File: config.mk
export PLATFORM = sky130hd
export DESIGN_NAME = irt_core
export DESIGN_NICKNAME = d
export VERILOG_FILES = /design/src/irt_tap_mux.v /design/src/irt_core.v
export VERILOG_INCLUDE_DIRS = /design/src
export SDC_FILE = /design/constraint.sdc
export NUM_CORES = 1
export LEC_CHECK = 0
export BUFFER_PORTS_ARGS = -buffer_cell sky130_fd_sc_hd__buf_4
export CAP_MARGIN = 10
export CORE_MARGIN = 2
export CORE_UTILIZATION = 30
export DETAILED_ROUTE_END_ITERATION = 10
export MAX_ROUTING_LAYER = met4
export SKIP_CTS_REPAIR_TIMING = 1
export SLEW_MARGIN = 10
export SYNTH_ARGS = -nofsm -noshare
export SYNTH_HDL_FRONTEND = slang
export SYNTH_SLANG_ARGS = --single-unit
File: constraint.sdc
create_clock -name i_clk -period 2.3 [get_ports i_clk]
set_input_delay 0.46 -clock i_clk [delete_from_list [all_inputs] [get_ports i_clk]]
set_output_delay 0.46 -clock i_clk [all_outputs]
set_load 0.02 [all_outputs]
File: src/irt_map.vh
`ifndef IRT_MAP_VH
`define IRT_MAP_VH

// Register byte addresses.
`define IRT_ADDR_CFG        16'h5340
`define IRT_ADDR_PSC        16'h5341
`define IRT_ADDR_CARH       16'h5342
`define IRT_ADDR_CARL       16'h5343
`define IRT_ADDR_ST         16'h5344
`define IRT_ADDR_LCNT       16'h5345
`define IRT_ADDR_IMSK       16'h5346
`define IRT_ADDR_IFLG       16'h5347

// Configuration fields.
`define IRT_CFG_EN_BIT      0
`define IRT_CFG_DIR_BIT     1

// Prescaler tap select fields.
`define IRT_PSC_CAR_MSB     7
`define IRT_PSC_CAR_LSB     4
`define IRT_PSC_LEN_MSB     3
`define IRT_PSC_LEN_LSB     0
`define IRT_SEL_RESERVED    4'hF

// Carrier length fields.
`define IRT_CAR_MSB         5
`define IRT_CAR_LSB         0

// Status and interrupt fields.
`define IRT_ST_DATA_BIT     0
`define IRT_INT_UF_BIT      0
`define IRT_INT_RISE_BIT    1
`define IRT_INT_FALL_BIT    2

// Reset values.
`define IRT_RST_CFG         2'h0
`define IRT_RST_PSC         8'h00
`define IRT_RST_CAR         6'h00
`define IRT_RST_LCNT        8'h00
`define IRT_RST_INT         3'h0

`endif

File: src/irt_tap_mux.v
`timescale 1ns/1ps
`default_nettype none

// Picks one prescaler tap strobe out of the divide-by-1 to divide-by-16K set.
module irt_tap_mux #(
    parameter NUM_TAPS = 15,
    parameter SEL_W    = 4
) (
    input  wire [NUM_TAPS-1:0] i_taps,
    input  wire [SEL_W-1:0]    i_sel,
    output reg                 o_tick
);

    // The reserved code gives no tick at all, so whatever it drives simply freezes.
    always @*
    begin
        o_tick = 1'b0;
        if (i_sel < NUM_TAPS)
        begin
            o_tick = i_taps[i_sel];
        end
    end

endmodule // irt_tap_mux

`default_nettype wire

File: src/irt_core.v
// Behaviour
// - Carrier tap from bits 7:4, code 15 reserved.
// - Length tap from bits 3:0, same encoding.
// - High and low periods last setting plus one.
// - Modulator drives data level with carrier out.
// - Eight-bit down-counter stops at zero after underflow.
// - Length counter advances only on its tap.
// - Rising and falling receive edges raise events.
// - Three events: underflow, rising, falling.
// - Direction bit picks transmit/receive, enable starts.
// - Level one gives carrier, zero gives low.
// - Receive level must hold two samples.
// - Flag set only when enabled, write-one clears.
//
// The address-and-strobe port was decided locally.
`timescale 1ns/1ps
`default_nettype none
`include "irt_map.vh"

module irt_core #(
    parameter ADDR_W   = 16,
    parameter DATA_W   = 8,
    parameter NUM_TAPS = 15
) (
    input  wire                i_clk,
    input  wire                i_nrst,
    input  wire [ADDR_W-1:0]   i_addr,
    input  wire [DATA_W-1:0]   i_wdata,
    input  wire                i_wr,
    input  wire                i_rd,
    output reg  [DATA_W-1:0]   o_rdata,
    input  wire [NUM_TAPS-1:0] i_psc_taps,
    input  wire                i_ir_receive_input,
    output reg                 o_ir_transmit_output,
    output wire                o_irq
);

    // Software-visible state.
    reg        ir_block_enable_reg;
    reg        ir_direction_select_reg;
    reg  [7:0] prescaler_tap_select_reg;
    reg  [5:0] carrier_high_length_reg;
    reg  [5:0] carrier_low_length_reg;
    reg        ir_data_level_reg;
    reg  [7:0] pulse_length_count_reg;
    reg  [7:0] pulse_length_count_next;
    reg  [2:0] int_mask_reg;
    reg  [2:0] int_flag_reg;
    reg  [2:0] int_flag_next;

    // Carrier generator state.
    reg        carrier_phase_reg;
    reg  [5:0] carrier_cnt_reg;

    // Receive path state.
    reg        rx_sync1_reg;
    reg        rx_sync2_reg;
    reg        rx_sample_reg;
    reg        rx_level_reg;

    wire       carrier_tick;
    wire       length_tick;
    wire       tx_active;
    wire       rx_active;
    wire       wr_cfg;
    wire       wr_psc;
    wire       wr_carh;
    wire       wr_carl;
    wire       wr_st;
    wire       wr_lcnt;
    wire       wr_imsk;
    wire       wr_iflg;
    wire       underflow_event;
    wire       rise_event;
    wire       fall_event;
    wire [5:0] carrier_limit;
    wire [2:0] event_vec;

    assign tx_active = ir_block_enable_reg & ~ir_direction_select_reg;
    assign rx_active = ir_block_enable_reg & ir_direction_select_reg;

    // Write decode; each strobe is a single cycle from the master.
    assign wr_cfg  = i_wr && (i_addr == `IRT_ADDR_CFG);
    assign wr_psc  = i_wr && (i_addr == `IRT_ADDR_PSC);
    assign wr_carh = i_wr && (i_addr == `IRT_ADDR_CARH);
    assign wr_carl = i_wr && (i_addr == `IRT_ADDR_CARL);
    assign wr_st   = i_wr && (i_addr == `IRT_ADDR_ST);
    assign wr_lcnt = i_wr && (i_addr == `IRT_ADDR_LCNT);
    assign wr_imsk = i_wr && (i_addr == `IRT_ADDR_IMSK);
    assign wr_iflg = i_wr && (i_addr == `IRT_ADDR_IFLG);

    // Carrier clock tap, chosen by the upper select field.
    irt_tap_mux #(
        .NUM_TAPS (NUM_TAPS),
        .SEL_W    (4)
    ) u_car_tap (
        .i_taps   (i_psc_taps),
        .i_sel    (prescaler_tap_select_reg[`IRT_PSC_CAR_MSB:`IRT_PSC_CAR_LSB]),
        .o_tick   (carrier_tick)
    );

    // Length counter clock tap, independent of the carrier choice.
    irt_tap_mux #(
        .NUM_TAPS (NUM_TAPS),
        .SEL_W    (4)
    ) u_len_tap (
        .i_taps   (i_psc_taps),
        .i_sel    (prescaler_tap_select_reg[`IRT_PSC_LEN_MSB:`IRT_PSC_LEN_LSB]),
        .o_tick   (length_tick)
    );

    // Configuration registers. Changing them while enabled is legal but may glitch one period.
    always @(posedge i_clk or negedge i_nrst)
    begin
        if (!i_nrst)
        begin
            ir_block_enable_reg      <= 1'b0;
            ir_direction_select_reg  <= 1'b0;
            prescaler_tap_select_reg <= `IRT_RST_PSC;
            carrier_high_length_reg  <= `IRT_RST_CAR;
            carrier_low_length_reg   <= `IRT_RST_CAR;
            ir_data_level_reg        <= 1'b0;
            int_mask_reg             <= `IRT_RST_INT;
        end
        else
        begin
            if (wr_cfg)
            begin
                ir_block_enable_reg     <= i_wdata[`IRT_CFG_EN_BIT];
                ir_direction_select_reg <= i_wdata[`IRT_CFG_DIR_BIT];
            end
            if (wr_psc)
            begin
                prescaler_tap_select_reg <= i_wdata[7:0];
            end
            if (wr_carh)
            begin
                carrier_high_length_reg <= i_wdata[`IRT_CAR_MSB:`IRT_CAR_LSB];
            end
            if (wr_carl)
            begin
                carrier_low_length_reg <= i_wdata[`IRT_CAR_MSB:`IRT_CAR_LSB];
            end
            if (wr_st)
            begin
                ir_data_level_reg <= i_wdata[`IRT_ST_DATA_BIT];
            end
            if (wr_imsk)
            begin
                int_mask_reg <= i_wdata[2:0];
            end
        end
    end

    // Terminal count of the phase now running.
    assign carrier_limit = carrier_phase_reg ? carrier_high_length_reg : carrier_low_length_reg;

    // Carrier generator. A phase lasts limit plus one ticks because the count runs from zero
    // up to the limit inclusive. Outside transmit the generator restarts at the high phase.
    always @(posedge i_clk or negedge i_nrst)
    begin
        if (!i_nrst)
        begin
            carrier_phase_reg <= 1'b1;
            carrier_cnt_reg   <= 6'h00;
        end
        else if (!tx_active)
        begin
            carrier_phase_reg <= 1'b1;
            carrier_cnt_reg   <= 6'h00;
        end
        else if (carrier_tick)
        begin
            if (carrier_cnt_reg == carrier_limit)
            begin
                carrier_phase_reg <= ~carrier_phase_reg;
                carrier_cnt_reg   <= 6'h00;
            end
            else
            begin
                carrier_cnt_reg <= carrier_cnt_reg + 6'h01;
            end
        end
    end

    // Modulator. Registered so the pin never sees decode glitches; low whenever idle.
    always @(posedge i_clk or negedge i_nrst)
    begin
        if (!i_nrst)
        begin
            o_ir_transmit_output <= 1'b0;
        end
        else
        begin
            o_ir_transmit_output <= tx_active & ir_data_level_reg & carrier_phase_reg;
        end
    end

    // Underflow is the tick that takes the count from one to zero.
    assign underflow_event = ir_block_enable_reg && length_tick && !wr_lcnt &&
                             (pulse_length_count_reg == 8'h01);

    // Data length counter. A software write wins over a tick in the same cycle, so the
    // freshly written value is never shortened by one.
    always @*
    begin
        pulse_length_count_next = pulse_length_count_reg;
        if (wr_lcnt)
        begin
            pulse_length_count_next = i_wdata[7:0];
        end
        else if (ir_block_enable_reg && length_tick && (pulse_length_count_reg != 8'h00))
        begin
            pulse_length_count_next = pulse_length_count_reg - 8'h01;
        end
    end

    // Count register; zero is a resting state until the next write.
    always @(posedge i_clk or negedge i_nrst)
    begin
        if (!i_nrst)
        begin
            pulse_length_count_reg <= `IRT_RST_LCNT;
        end
        else
        begin
            pulse_length_count_reg <= pulse_length_count_next;
        end
    end

    // Receive pin synchroniser; only the second stage is read downstream.
    always @(posedge i_clk or negedge i_nrst)
    begin
        if (!i_nrst)
        begin
            rx_sync1_reg <= 1'b0;
            rx_sync2_reg <= 1'b0;
        end
        else
        begin
            rx_sync1_reg <= i_ir_receive_input;
            rx_sync2_reg <= rx_sync1_reg;
        end
    end

    // Edge detector sampled on the carrier tap. A new level is accepted only when two
    // successive samples agree, which filters spikes shorter than one sample period.
    // While idle the tracked level follows the pin so enabling raises no stale edge.
    always @(posedge i_clk or negedge i_nrst)
    begin
        if (!i_nrst)
        begin
            rx_sample_reg <= 1'b0;
            rx_level_reg  <= 1'b0;
        end
        else if (!rx_active)
        begin
            rx_sample_reg <= rx_sync2_reg;
            rx_level_reg  <= rx_sync2_reg;
        end
        else if (carrier_tick)
        begin
            rx_sample_reg <= rx_sync2_reg;
            if ((rx_sync2_reg == rx_sample_reg) && (rx_sync2_reg != rx_level_reg))
            begin
                rx_level_reg <= rx_sync2_reg;
            end
        end
    end

    // Edge events fire in the cycle the filtered level is about to change.
    assign rise_event = rx_active && carrier_tick && rx_sync2_reg && rx_sample_reg &&
                        !rx_level_reg;
    assign fall_event = rx_active && carrier_tick && !rx_sync2_reg && !rx_sample_reg &&
                        rx_level_reg;

    // Event vector in flag layout.
    assign event_vec = {fall_event, rise_event, underflow_event};

    // Sticky flags. A masked-off source never sets its flag; a set beats a same-cycle clear.
    always @*
    begin
        int_flag_next = int_flag_reg;
        if (wr_iflg)
        begin
            int_flag_next = int_flag_reg & ~i_wdata[2:0];
        end
        int_flag_next = int_flag_next | (event_vec & int_mask_reg);
    end

    // Flag register.
    always @(posedge i_clk or negedge i_nrst)
    begin
        if (!i_nrst)
        begin
            int_flag_reg <= `IRT_RST_INT;
        end
        else
        begin
            int_flag_reg <= int_flag_next;
        end
    end

    // Level interrupt while any enabled flag stands.
    assign o_irq = |(int_flag_reg & int_mask_reg);

    // Read port. Data stands one cycle after the strobe; unmapped addresses read zero.
    // In receive mode the status bit shows the filtered pin level instead of the stored level.
    always @(posedge i_clk or negedge i_nrst)
    begin
        if (!i_nrst)
        begin
            o_rdata <= 8'h00;
        end
        else if (i_rd)
        begin
            case (i_addr)
                `IRT_ADDR_CFG:  o_rdata <= {6'h00, ir_direction_select_reg, ir_block_enable_reg};
                `IRT_ADDR_PSC:  o_rdata <= prescaler_tap_select_reg;
                `IRT_ADDR_CARH: o_rdata <= {2'h0, carrier_high_length_reg};
                `IRT_ADDR_CARL: o_rdata <= {2'h0, carrier_low_length_reg};
                `IRT_ADDR_ST:   o_rdata <= {7'h00, (ir_direction_select_reg ? rx_level_reg : ir_data_level_reg)};
                `IRT_ADDR_LCNT: o_rdata <= pulse_length_count_reg;
                `IRT_ADDR_IMSK: o_rdata <= {5'h00, int_mask_reg};
                `IRT_ADDR_IFLG: o_rdata <= {5'h00, int_flag_reg};
                default:        o_rdata <= 8'h00;
            endcase
        end
        else
        begin
            o_rdata <= 8'h00;
        end
    end

endmodule // irt_core

`default_nettype wire

Yosys cells after proc, flatten, opt, wreduce, memory -nomap -nowiden. Cells that the tools add are included.

Bits in registers: 57. Input bits: 44. Output and inout port bits: 10. Word-level logic and storage cells: 103.

Add/sub/neg operators: 2. $lt $le $gt $ge: 4. Equality and inequality tests: 16. Muxes and demuxes: 24. Bitwise logic cells: 11. Reduce and logical (&&, ||, !) cells: 29.

Operator list (count): 16-bit by 15-bit equality test with 1-bit output, second input constant (8); 8-bit case mux with 8 select lines (1); 6-bit 2-to-1 mux (4); 8-bit 2-to-1 mux (3); 1-bit logical AND (20); 1-bit 2-to-1 mux (13); 4-bit by 5-bit less-than comparator with 1-bit output, second input constant (2); 3-bit AND (3); 1-bit binary-select mux with 4-bit select (2); 8-bit by 1-bit equality test with 1-bit output, second input constant (1); 4-bit less-than comparator, second input constant (2); 8-bit nonzero test (1); 8-bit by 1-bit subtractor with 8-bit output, second input constant (1); 6-bit by 1-bit adder with 6-bit output, second input constant (1); 6-bit equality test (1); 1-bit AND (4); 1-bit zero test (4); 2-bit by 1-bit inequality test with 1-bit output, second input constant (2); 2-bit inequality test, second input constant (2); 2-bit AND reduction (2); 3-bit 2-to-1 mux (1); 3-bit NOT (1); 3-bit bitwise OR (1); 3-bit OR reduction (1); 4 further kinds (5).

Longest topological paths before layout. Gate-level depths: netlist of run 1.

Depth in word-level cells: 9. Gate-level depth with buffers: 7.

By module. A second synthesis of run 1 with hierarchy kept.

Cell total of the unflattened synthesis: 282. Area total of the unflattened synthesis: 3291.9 um^2.

By module, submodules not included: irt_core (instances 1, cells each 262, area each 3021.6 um^2, sequential area each 1427.6 um^2); irt_tap_mux (instances 2, cells each 10, area each 135.1 um^2, sequential area each 0.0 um^2).

Worst setup path before layout of run 1. OpenSTA, ideal clock, no wires.

Kind: reg2reg. From: register prescaler_tap_select_reg[0]. To: register pulse_length_count_reg[1]. Arrival: 2.187 ns. Required time: 2.173 ns. Setup slack: -0.015 ns. Cell stages (with the launch flop): 8. Period minus slack after synthesis: 2.315 ns. Path through: dfrtp_1 > buf_6 > mux2i_1 > mux4_2 > a2111oi_4 > nand2_1 > mux2i_1 > mux2_1.

Cells in the longest elaborated chain, start to end: 6.

RTL lines: start: declaration (RTL line irt_core.v:41) `reg [7:0] prescaler_tap_select_reg;`; start signal: assignment (RTL line irt_core.v:119) `` prescaler_tap_select_reg <= `IRT_RST_PSC; ``; start signal: assignment (RTL line irt_core.v:134) `prescaler_tap_select_reg <= i_wdata[7:0];`; 1-bit binary-select mux with 4-bit select (RTL line irt_tap_mux.v:20) `o_tick = i_taps[i_sel];`; 1-bit 2-to-1 mux (not written as such) (RTL line irt_tap_mux.v:20); 1-bit 2-to-1 mux * (RTL line irt_tap_mux.v:18) `if (i_sel < NUM_TAPS)`; 1-bit logical AND * (2 in a row) (RTL line irt_core.v:212) `else if (ir_block_enable_reg && length_tick && (pulse_length_count_reg != 8'h00))`; 2-bit nonzero test (no source line) *; end signal: assignment (RTL line irt_core.v:223) `` pulse_length_count_reg <= `IRT_RST_LCNT; ``; end signal: assignment (RTL line irt_core.v:227) `pulse_length_count_reg <= pulse_length_count_next;`; end: declaration (RTL line irt_core.v:45) `reg [7:0] pulse_length_count_reg;`.

Mark *: on every way between the ends. The rest lies on a longest branch, timed or not. The select of a mux whose other input is x is not followed. A chain may end at the register's enable or synchronous reset.

Final worst setup path of run 1. Same ends and word-level chain as after synthesis.

==> results of run 1 <==
## area by class of cell
cell class	count	area, um2
clock buffers	11	141
clock inverters	5	55.1
fillers	1058	6540
inverters	9	33.8
multi-input cells	234	1750
flip-flops and latches	57	1430
well taps	140	175
repair buffers	75	576
## routing by layer
layer | track usage [%] | vias up | wire [um]
met3 | 3.92 | 15 | 445
met4 | 5.59 | 0 | 153
met5 | - | - | 0
li1 | - | 1304 | -
met2 | 26.5 | 86 | 4240
met1 | 18.9 | 1355 | 3670
## synth_stat cells (all sizes together) (8+ instances only)
master	n
a21oi	17
a22oi	13
clkbuf	9
dfrtp	56
inv	9
mux2	29
mux2i	18
nand2	29
nand3	11
nor2	13
nor3	8
o21ai	13
## logic make-up (layout without fill, tap and decap cells)
logic type      after synthesis  count (layout)  synth area share [%]
compound gates               64              64                  14.0
xor+xnor                     10              10                  2.69
fa+ha+maj                     3               3                  1.15
buf+inv                      20             100                  2.57
flops                        57              57                  43.8
mux                          50              50                  17.6
simple gates                107             107                  18.1
## through the flow
| step | setup WS, ns | instance area [um2] | power (mW) |
|---|---|---|---|
| after floorplan | 0.0392 | 3260 | 1.07 |
| after global placement | 0.0527 | 3950 | 1.17 |
| after detailed placement | 0.0121 | 3950 | 1.17 |
| after CTS | -0.0148 | 4150 | 2.12 |
| after global routing | -0.0770 | 4160 | 2.17 |
| final | 0.0524 | 4160 | 2.10 |
## worst paths after layout
path	startpoint	end	slack, ns
min in group i_clk	i_ir_receive_input	rx_sync1_reg	0.23
max in group asynchronous	i_nrst	prescaler_tap_select_reg[0]	1.60
max	prescaler_tap_select_reg[0]	pulse_length_count_reg[1]	0.05
min	i_nrst	prescaler_tap_select_reg[7]	0.17
max reg2reg	prescaler_tap_select_reg[0]	pulse_length_count_reg[1]	0.05
min reg2reg	rx_sync1_reg	rx_sync2_reg	0.35
## power by group through the flow
stage               Sequential, mW  Combinational (mW)  Clock (mW)
floorplan                     1.03              0.0367           0
global placement              1.03               0.140           0
detailed placement            1.03               0.142           0
CTS                           1.01               0.142       0.963
global route                  1.01               0.154        1.01
finish                        1.01               0.140       0.949
==> reports/qor.csv, run 1 <==
stage,metric,value,unit
sta,Clock Skew,0.0122,ns
logic_synthesis,register area share after synthesis,43.8,%
worst_setup_path,CP dominant cell by count,mux2i_1,
placed_design,GP Congestion,0.909,
routing,residual DRC count,0,
layout,nets@finish,433,
logic_synthesis,Synth top area share,43.0,%
logic_synthesis,count of flip-flops with a built-in enable after synthesis,0,
layout,share of cells above drive strength 1,34.0,%
cts,Clock Latency Late Sink,0.34,ns
logic_synthesis,post-synth cell types,57,
floorplan,Starting Density,30.4,%
grt,initial antenna violation count,0,
worst_setup_path,crit path buf inv count,0,
grt,vias in the first global route,2834,
flow_run,maxcap violations,0,
power_and_ir_drop,P_sw,497,uW
run_status,status,"complete, no violations",
power_and_ir_drop,Clock Power Share,45.2,%
power_and_ir_drop,Lkg Pwr,1.85,nW
floorplan,Die Y,108,um
worst_setup_path,"Req. time, crit path",2.53,ns
power_and_ir_drop,Sw Share,23.7,%
sta,Tcrit/Tclk final,97.7,%
layout,"commonest non-fill, non-tap cell in the layout",buf_4,
power_and_ir_drop,Reg power frac,48.1,%
layout,final core occ,38.8,%
routing,WL per Instance,16.0,um
floorplan,Die ar.,11700,um2
sta,Post-Route Setup TNS,0,ns
floorplan,Rows,38,
grt,first-pass GRT wire length,14.0,mm
floorplan,Core ar.,10700,um2
layout,diode count,0,
sta,fmax,445,MHz
routing,initial DRC count,156,
grt,gr usage total,16.0,%
routing,DR pass1 iterations,4,
cts,# clock sinks,57,
worst_setup_path,CP cell instances,"mux2i_1, mux4_2, a2111oi_4, nand2_1, mux2i_1, mux2_1",
logic_synthesis,"Net Count, Synth",358,
routing,antenna-violating nets left,0,
sta,Fin. Hold Viols,0,
cts,maximum clock path buffer count,2,
worst_setup_path,critical path class,reg2reg,
floorplan,num ports,54,
worst_setup_path,critical path depth,6,
sta,Max Slew Vio Count,0,
routing,Via-to-Cell Ratio,5.20,
logic_synthesis,top_reg_cell synth,dfrtp_1,
placed_design,Final HPWL DP,6.35,mm
worst_setup_path,startpoint types,flop,
power_and_ir_drop,Worst VDD drop,0.195,mV
worst_setup_path,critical path data arrival time,2.47,ns
sta,Final Setup Violations,0,
routing,final wirelength,8.51,mm
worst_setup_path,CP max FO,6,
sta,Slew HR,50.1,%
grt,largest net degree at the start of global routing,58,
power_and_ir_drop,Comb pwr share,6.7,%
power_and_ir_drop,Internal Dissipation,1.60,mW
layout,area grow syn2layout,27.6,%
logic_synthesis,Yosys warning total,0,
floorplan,Die X,108,um
cts,"Reg clk slew, reported paths",0.07,ns
cts,CTS tree,yes,
worst_setup_path,nature of the critical path endpoint,flop,
cts,CTS root buffer,clkbuf_8,
placed_design,placed cells,514,
power_and_ir_drop,PD cells,505,nW/um2
routing,detailed-route via count,2760,
sta,Hold Slack,0.169,ns
logic_synthesis,synth top area cells,"dfrtp_1, mux2_2, mux2i_1",
worst_setup_path,worst reg-to-reg path cell count,6,
layout,Finished Layout Cells,531,
logic_synthesis,"area leader, netlist",dfrtp_1,
min_path,min-delay worst type,in2async,
worst_setup_path,CP max stage delay,0.52,ns
worst_setup_path,CP top delay family,multiplexers,
placed_design,IO Port Bufs,53,
sta,RSZ-0062 raised after global routing,yes,
cts,total CTS buffers,9,
logic_synthesis,Mapped Area,3260,um2
cts,H-tree depth,3,
layout,most frequent cells in the layout,"buf_4, dfrtp_1, nand2_1, mux2_2, mux2i_1",
logic_synthesis,Mapped Cells,311,
sta,post-route minimum period,2.25,ns
worst_setup_path,CP max stage cell,mux4_2,
logic_synthesis,number of synthesized register bits,57,
sta,slew at the pin closest to its max-slew limit,0.749,ns
logic_synthesis,ys async rst share,100,%
grt,grt ovf,0,
logic_synthesis,syn_area_per_cell,10.5,um2
(Power assumes the default switching activity.)
==> inputs of run 2 (changes only) <==
- ABC_AREA: default -> 1
- RECOVER_POWER: default -> 50
- REMOVE_ABC_BUFFERS: default -> 1
==> run 2 against run 1 <==
Against the previous run: synthesized cell count up 69%; via count up 30%; maximum frequency up 20%; critical path type unchanged; largest power group is now clock.
==> reports/qor.csv, run 2 <==
stage,metric,value,unit
layout,diode count,0,
logic_synthesis,Mapped Area,3660,um2
grt,gr usage total,16.4,%
layout,"commonest non-fill, non-tap cell in the layout",nand2_1,
routing,residual DRC count,0,
min_path,min-delay worst type,in2reg,
cts,CTS tree,yes,
sta,Max Slew Vio Count,0,
placed_design,GP Congestion,0.920,
layout,area grow syn2layout,22.9,%
sta,Final Setup Violations,0,
placed_design,IO Port Bufs,53,
cts,Clock Latency Late Sink,0.33,ns
worst_setup_path,CP top delay family,simple AND/OR/NAND/NOR gates,
power_and_ir_drop,PD cells,586,nW/um2
logic_synthesis,count of flip-flops with a built-in enable after synthesis,0,
run_status,status,"complete, no violations",
routing,metal2 WL,4.69,mm
placed_design,Final HPWL DP,7.48,mm
floorplan,Starting Density,30.6,%
routing,WL met1,4.67,mm
floorplan,Core ar.,12000,um2
worst_setup_path,"Req. time, crit path",2.57,ns
worst_setup_path,crit path buf inv count,2,
flow_run,maxcap violations,0,
grt,vias in the first global route,3500,
worst_setup_path,startpoint types,flop,
layout,share of cells above drive strength 1,16.4,%
logic_synthesis,number of synthesized register bits,57,
worst_setup_path,nature of the critical path endpoint,flop,
cts,total CTS buffers,9,
sta,post-route minimum period,1.88,ns
worst_setup_path,CP dominant cell by count,nand2_1,
cts,"Reg clk slew, reported paths",0.05,ns
grt,grt ovf,0,
worst_setup_path,Crit Reg-Reg Endpoint,carrier_cnt_reg[1],
min_path,hold path startpoint,i_ir_receive_input,
logic_synthesis,"area leader, netlist",dfrtp_1,
worst_setup_path,critical path class,reg2reg,
logic_synthesis,syn_area_per_cell,6.98,um2
grt,initial antenna violation count,0,
sta,RSZ-0062 raised after global routing,no,
min_path,Hold Path Stages,1,
logic_synthesis,synth top area cells,"dfrtp_1, nand2_1, nand3_1",
power_and_ir_drop,Worst VDD drop,0.447,mV
floorplan,Die ar.,13100,um2
sta,fmax,533,MHz
layout,nets@finish,626,
sta,slew at the pin closest to its max-slew limit,1.43,ns
sta,Post-Route Setup TNS,0,ns
layout,most frequent cells in the layout,"nand2_1, nand3_1, inv_1, dfrtp_1, buf_4",
routing,WL per Instance,13.6,um
worst_setup_path,CP max stage delay,0.58,ns
cts,CTS root buffer,clkbuf_16,
logic_synthesis,Mapped Cells,525,
logic_synthesis,register area share after synthesis,39.0,%
sta,Fin. Hold Viols,0,
min_path,hold path endpoint,rx_sync1_reg,
routing,final wirelength,9.91,mm
worst_setup_path,startpoint of the worst register-to-register path,prescaler_tap_select_reg[4],
cts,H-tree depth,3,
logic_synthesis,Post-synth top cells,"nand2_1, nand3_1, inv_1, dfrtp_1, nor2_1",
grt,largest net degree at the start of global routing,58,
routing,initial DRC count,184,
layout,Fillers,1269,
logic_synthesis,ys async rst share,100,%
logic_synthesis,post-synth cell types,38,
worst_setup_path,CP max stage cell,dfrtp_1,
floorplan,Die Y,114,um
grt,first-pass GRT wire length,16.6,mm
sta,Slew HR,4.36,%
power_and_ir_drop,Lkg Pwr,2.28,nW
floorplan,num ports,54,
sta,Clock Skew,0.00650,ns
logic_synthesis,Synth top area share,38.3,%
worst_setup_path,CP max FO,12,
worst_setup_path,critical path data arrival time,2.15,ns
routing,top sig layer,met4,
layout,final core occ,37.6,%
cts,# clock sinks,57,
logic_synthesis,top_reg_cell synth,dfrtp_1,
floorplan,Die X,114,um
cts,maximum clock path buffer count,2,
routing,antenna-violating nets left,0,
routing,detailed-route via count,3592,
routing,routed length on met3,405,um
routing,DR pass1 iterations,4,
worst_setup_path,worst reg-to-reg path cell count,10,
sta,Tcrit/Tclk final,81.6,%
worst_setup_path,flop2flop setup slack,0.42,ns
logic_synthesis,Yosys warning total,0,
logic_synthesis,cell with the most instances after synthesis,nand2_1,
floorplan,Rows,40,
power_and_ir_drop,total power,2.64,mW
routing,Via-to-Cell Ratio,4.91,
worst_setup_path,CP cell instances,"inv_1, nand2_1, nand3_1, nand3_1, nand3_1, nand2_1, inv_1, nor2_1, nand2_1, nand2_1",
-- run 2: cell types whose count changed after synthesis, moves of 10 or more --
cell / before / now
o21ai_1: 0 / 23
nand2_1: 28 / 159
o21ai_0: 13 / 30
nand3_1: 11 / 67
a21oi_1: 17 / 2
inv_1: 9 / 65
mux2i_1: 18 / 1
a22oi_1: 12 / 2
nor2_1: 13 / 39
mux2_2: 28 / 0
-- run 2: worst max-delay path by stage --
stage,startpoint,endpoint,slack (ns),depth (start not counted)
final,prescaler_tap_select_reg[4],carrier_cnt_reg[1],0.42,10
after global routing,prescaler_tap_select_reg[4],int_flag_reg[1],0.22,8
after CTS,prescaler_tap_select_reg[4],int_flag_reg[1],0.44,8
after detailed placement,i_addr[13],o_rdata[6],0.29,10
after global placement,i_addr[11],o_rdata[6],0.35,10
after floorplan,i_addr[14],pulse_length_count_reg[6],0.67,11
-- run 2: cell type report --
class	count	area, um2	area share [%]
clock inverters	5	77.6	1.72
multi-input cells	389	1910	42.5
repair buffers	53	388	8.62
well taps	147	184	4.09
inverters	69	259	5.75
clock buffers	11	253	5.62
flip-flops and latches	57	1430	31.7
-- run 2: metrics by stage --
| stage | cells | setup WS, ns | cell area, um2 | hold slack [ns] |
|---|---|---|---|---|
| 5_1_grt | 731 | 0.222 | 4500 | 0.249 |
| 3_3_place_gp | 715 | 0.352 | 4180 | 0.335 |
| 3_5_place_dp | 715 | 0.288 | 4180 | 0.336 |
| 6_report | 731 | 0.422 | 4500 | 0.259 |
| 2_1_floorplan | 515 | 0.669 | 3600 | 0.164 |
| 4_1_cts | 731 | 0.436 | 4510 | 0.229 |
-- run 2: kinds of logic after synthesis --
family,count (synthesis),share of synthesized area [%]
adders and majority gates,3,1.03
AOI/OAI and AO/OA,64,9.29
and+or+nand+nor,312,39.5
DFF,57,39.0
buffers and inverters,79,8.81
xor gates and xnor gates,9,2.15
muxes,1,0.273
-- run 2: routing by layer --
| metal | up-vias | track usage [%] |
|---|---|---|
| li1 | 1813 | - |
| met1 | 1680 | 20.8 |
| met2 | 87 | 26.2 |
| met3 | 12 | 3.60 |
| met4 | 0 | 4.72 |
| met5 | - | - |
-- run 2: where the power goes --
group	switching, mW	internal, mW
clock	0.469	1.00
combinational	0.0929	0.0635
sequential	0.00358	1.01
total	0.565	2.07
==> inputs of run 3 (changes only) <==
- clock period: 2.3 -> 1.75 ns (I/O delays scaled with it)
==> run 3 against run 2 <==
Against the previous run: clock power rose by 31%; routed wire length rose by 4.8%; sequential cell count did not move; highest routed layer unchanged.
==> reports/qor.csv, run 3 (synthesis gave the netlist of run 2 again) <==
stage,metric,value,unit
placed_design,IO Port Bufs,53,
floorplan,Die X,114,um
worst_setup_path,startpoint types,flop,
grt,grt ovf,0,
layout,share of cells above drive strength 1,20.0,%
power_and_ir_drop,Sw Share,22.4,%
routing,initial DRC count,195,
floorplan,Die ar.,13100,um2
placed_design,Final HPWL DP,7.77,mm
layout,area grow syn2layout,28.6,%
routing,WL per Instance,13.9,um
cts,H-tree depth,3,
cts,Clock Latency Late Sink,0.33,ns
grt,largest net degree at the start of global routing,58,
sta,Slew HR,4.63,%
worst_setup_path,"Req. time, crit path",1.97,ns
worst_setup_path,CP cell instances,"clkbuf_16, nand2_1, o21ai_0, nand2_1, nand2_1, nand2_1, inv_1, nand3_2, nand2_2, nor2_1, nand2_1, nand2_1",
placed_design,GP Congestion,0.978,
power_and_ir_drop,Comb pwr share,6.1,%
grt,vias in the first global route,3538,
flow_run,maxcap violations,0,
layout,Finished Layout Cells,747,
worst_setup_path,nature of the critical path endpoint,flop,
placed_design,worst slack at placement,-0.0235,ns
min_path,min-delay worst type,in2reg,
routing,antenna-violating nets left,0,
cts,# clock sinks,57,
cts,CTS root buffer,clkbuf_16,
sta,Tcrit/Tclk final,97.2,%
routing,final wirelength,10.4,mm
power_and_ir_drop,Reg power frac,38.3,%
routing,detailed-route via count,3671,
cts,maximum clock path buffer count,2,
layout,final core occ,39.4,%
sta,RSZ-0062 raised after global routing,yes,
grt,initial antenna violation count,0,
run_status,status,"complete, no violations",
power_and_ir_drop,Clock Power Share,55.6,%
power_and_ir_drop,Worst VDD drop,0.428,mV
sta,Post-Route Setup TNS,0,ns
placed_design,Area after DPL,4300,um2
worst_setup_path,crit path buf inv count,2,
power_and_ir_drop,PD cells,737,nW/um2
floorplan,Core ar.,12000,um2
grt,first-pass GRT wire length,17.1,mm
routing,residual DRC count,0,
worst_setup_path,CP max stage cell,dfstp_4,
worst_setup_path,CP dominant cell by count,nand2_1,
layout,final non-filler cell area,4710,um2
placed_design,placed cells,728,
layout,diode count,0,
layout,Fillers,1234,
worst_setup_path,CP max FO,5,
sta,Max Slew Vio Count,0,
worst_setup_path,CP max stage delay,0.65,ns
cts,total CTS buffers,9,
power_and_ir_drop,Lkg Pwr,2.38,nW
sta,Fin. Hold Viols,0,
grt,gr usage total,16.9,%
floorplan,Starting Density,30.6,%
sta,post-route minimum period,1.70,ns
sta,fmax,588,MHz
routing,Via-to-Cell Ratio,4.91,
sta,slew at the pin closest to its max-slew limit,1.43,ns
sta,Setup WS post-layout,0.0484,ns
sta,Hold Slack,0.150,ns
layout,nets@finish,642,
routing,DR pass1 iterations,5,
worst_setup_path,CP top delay family,flip-flops,
power_and_ir_drop,Internal Dissipation,2.69,mW
power_and_ir_drop,P_sw,777,uW
floorplan,num ports,54,
cts,CTS tree,yes,
sta,Clock Skew,0.00550,ns
layout,"commonest non-fill, non-tap cell in the layout",nand2_1,
sta,Final Setup Violations,0,
floorplan,Die Y,114,um
worst_setup_path,critical path class,reg2reg,
worst_setup_path,critical path data arrival time,1.93,ns
cts,"Reg clk slew, reported paths",0.06,ns
layout,most frequent cells in the layout,"nand2_1, nand3_1, inv_1, buf_4, dfrtp_1",
power_and_ir_drop,total power,3.47,mW
floorplan,Rows,40,
worst_setup_path,flop2flop setup slack,0.05,ns
-- run 3: routing by layer --
layer / routed length, um / share of wire, % / vias to the layer above / GRT usage (%)
li1: - / - / 1836 / -
met1: 4850 / 47 / 1740 / 22.2
met2: 4950 / 48 / 84 / 26.7
met3: 425 / 4.1 / 11 / 2.86
met4: 156 / 1.5 / 0 / 5.53
met5: 0 / 0 / - / -
-- run 3: worst paths after layout --
check,startpoint,end,cells after the start
worst max-delay path,carrier_phase_reg,carrier_cnt_reg[0],12
worst min-delay path,i_ir_receive_input,rx_sync1_reg,1
worst max register to register,carrier_phase_reg,carrier_cnt_reg[0],12
worst min register to register,rx_sync1_reg,rx_sync2_reg,0
max in group asynchronous,i_nrst,o_ir_transmit_output,2
min in group asynchronous,i_nrst,carrier_low_length_reg[4],2
-- run 3: worst register-to-register path, cell delays in order (launching register included) --
cell and delay, ns:
dfstp_4 0.65, clkbuf_16 0.14, nand2_1 0.06, o21ai_0 0.09, nand2_1 0.07, nand2_1 0.06, nand2_1 0.06, inv_1 0.07
nand3_2 0.13, nand2_2 0.12, nor2_1 0.05, nand2_1 0.05, nand2_1 0.05
-- run 3: power groups by stage --
stage                     combinational [mW]  clock (mW)  sequential (mW)
after floorplan                       0.0697           0             1.35
after global placement                 0.214           0             1.35
after detailed placement               0.218           0             1.35
after CTS                              0.219        1.95             1.33
after global routing                   0.237        2.00             1.33
final                                  0.211        1.93             1.33
-- run 3: layout make-up --
cell class	count	area (um2)	share of cell area, %
multi-input combinational	389	1950	41.5
sequential	57	1430	30.4
timing repair buffer	69	558	11.8
inverter	69	259	5.50
clock buffer	11	243	5.15
tap	147	184	3.91
clock inverter	5	80.1	1.70
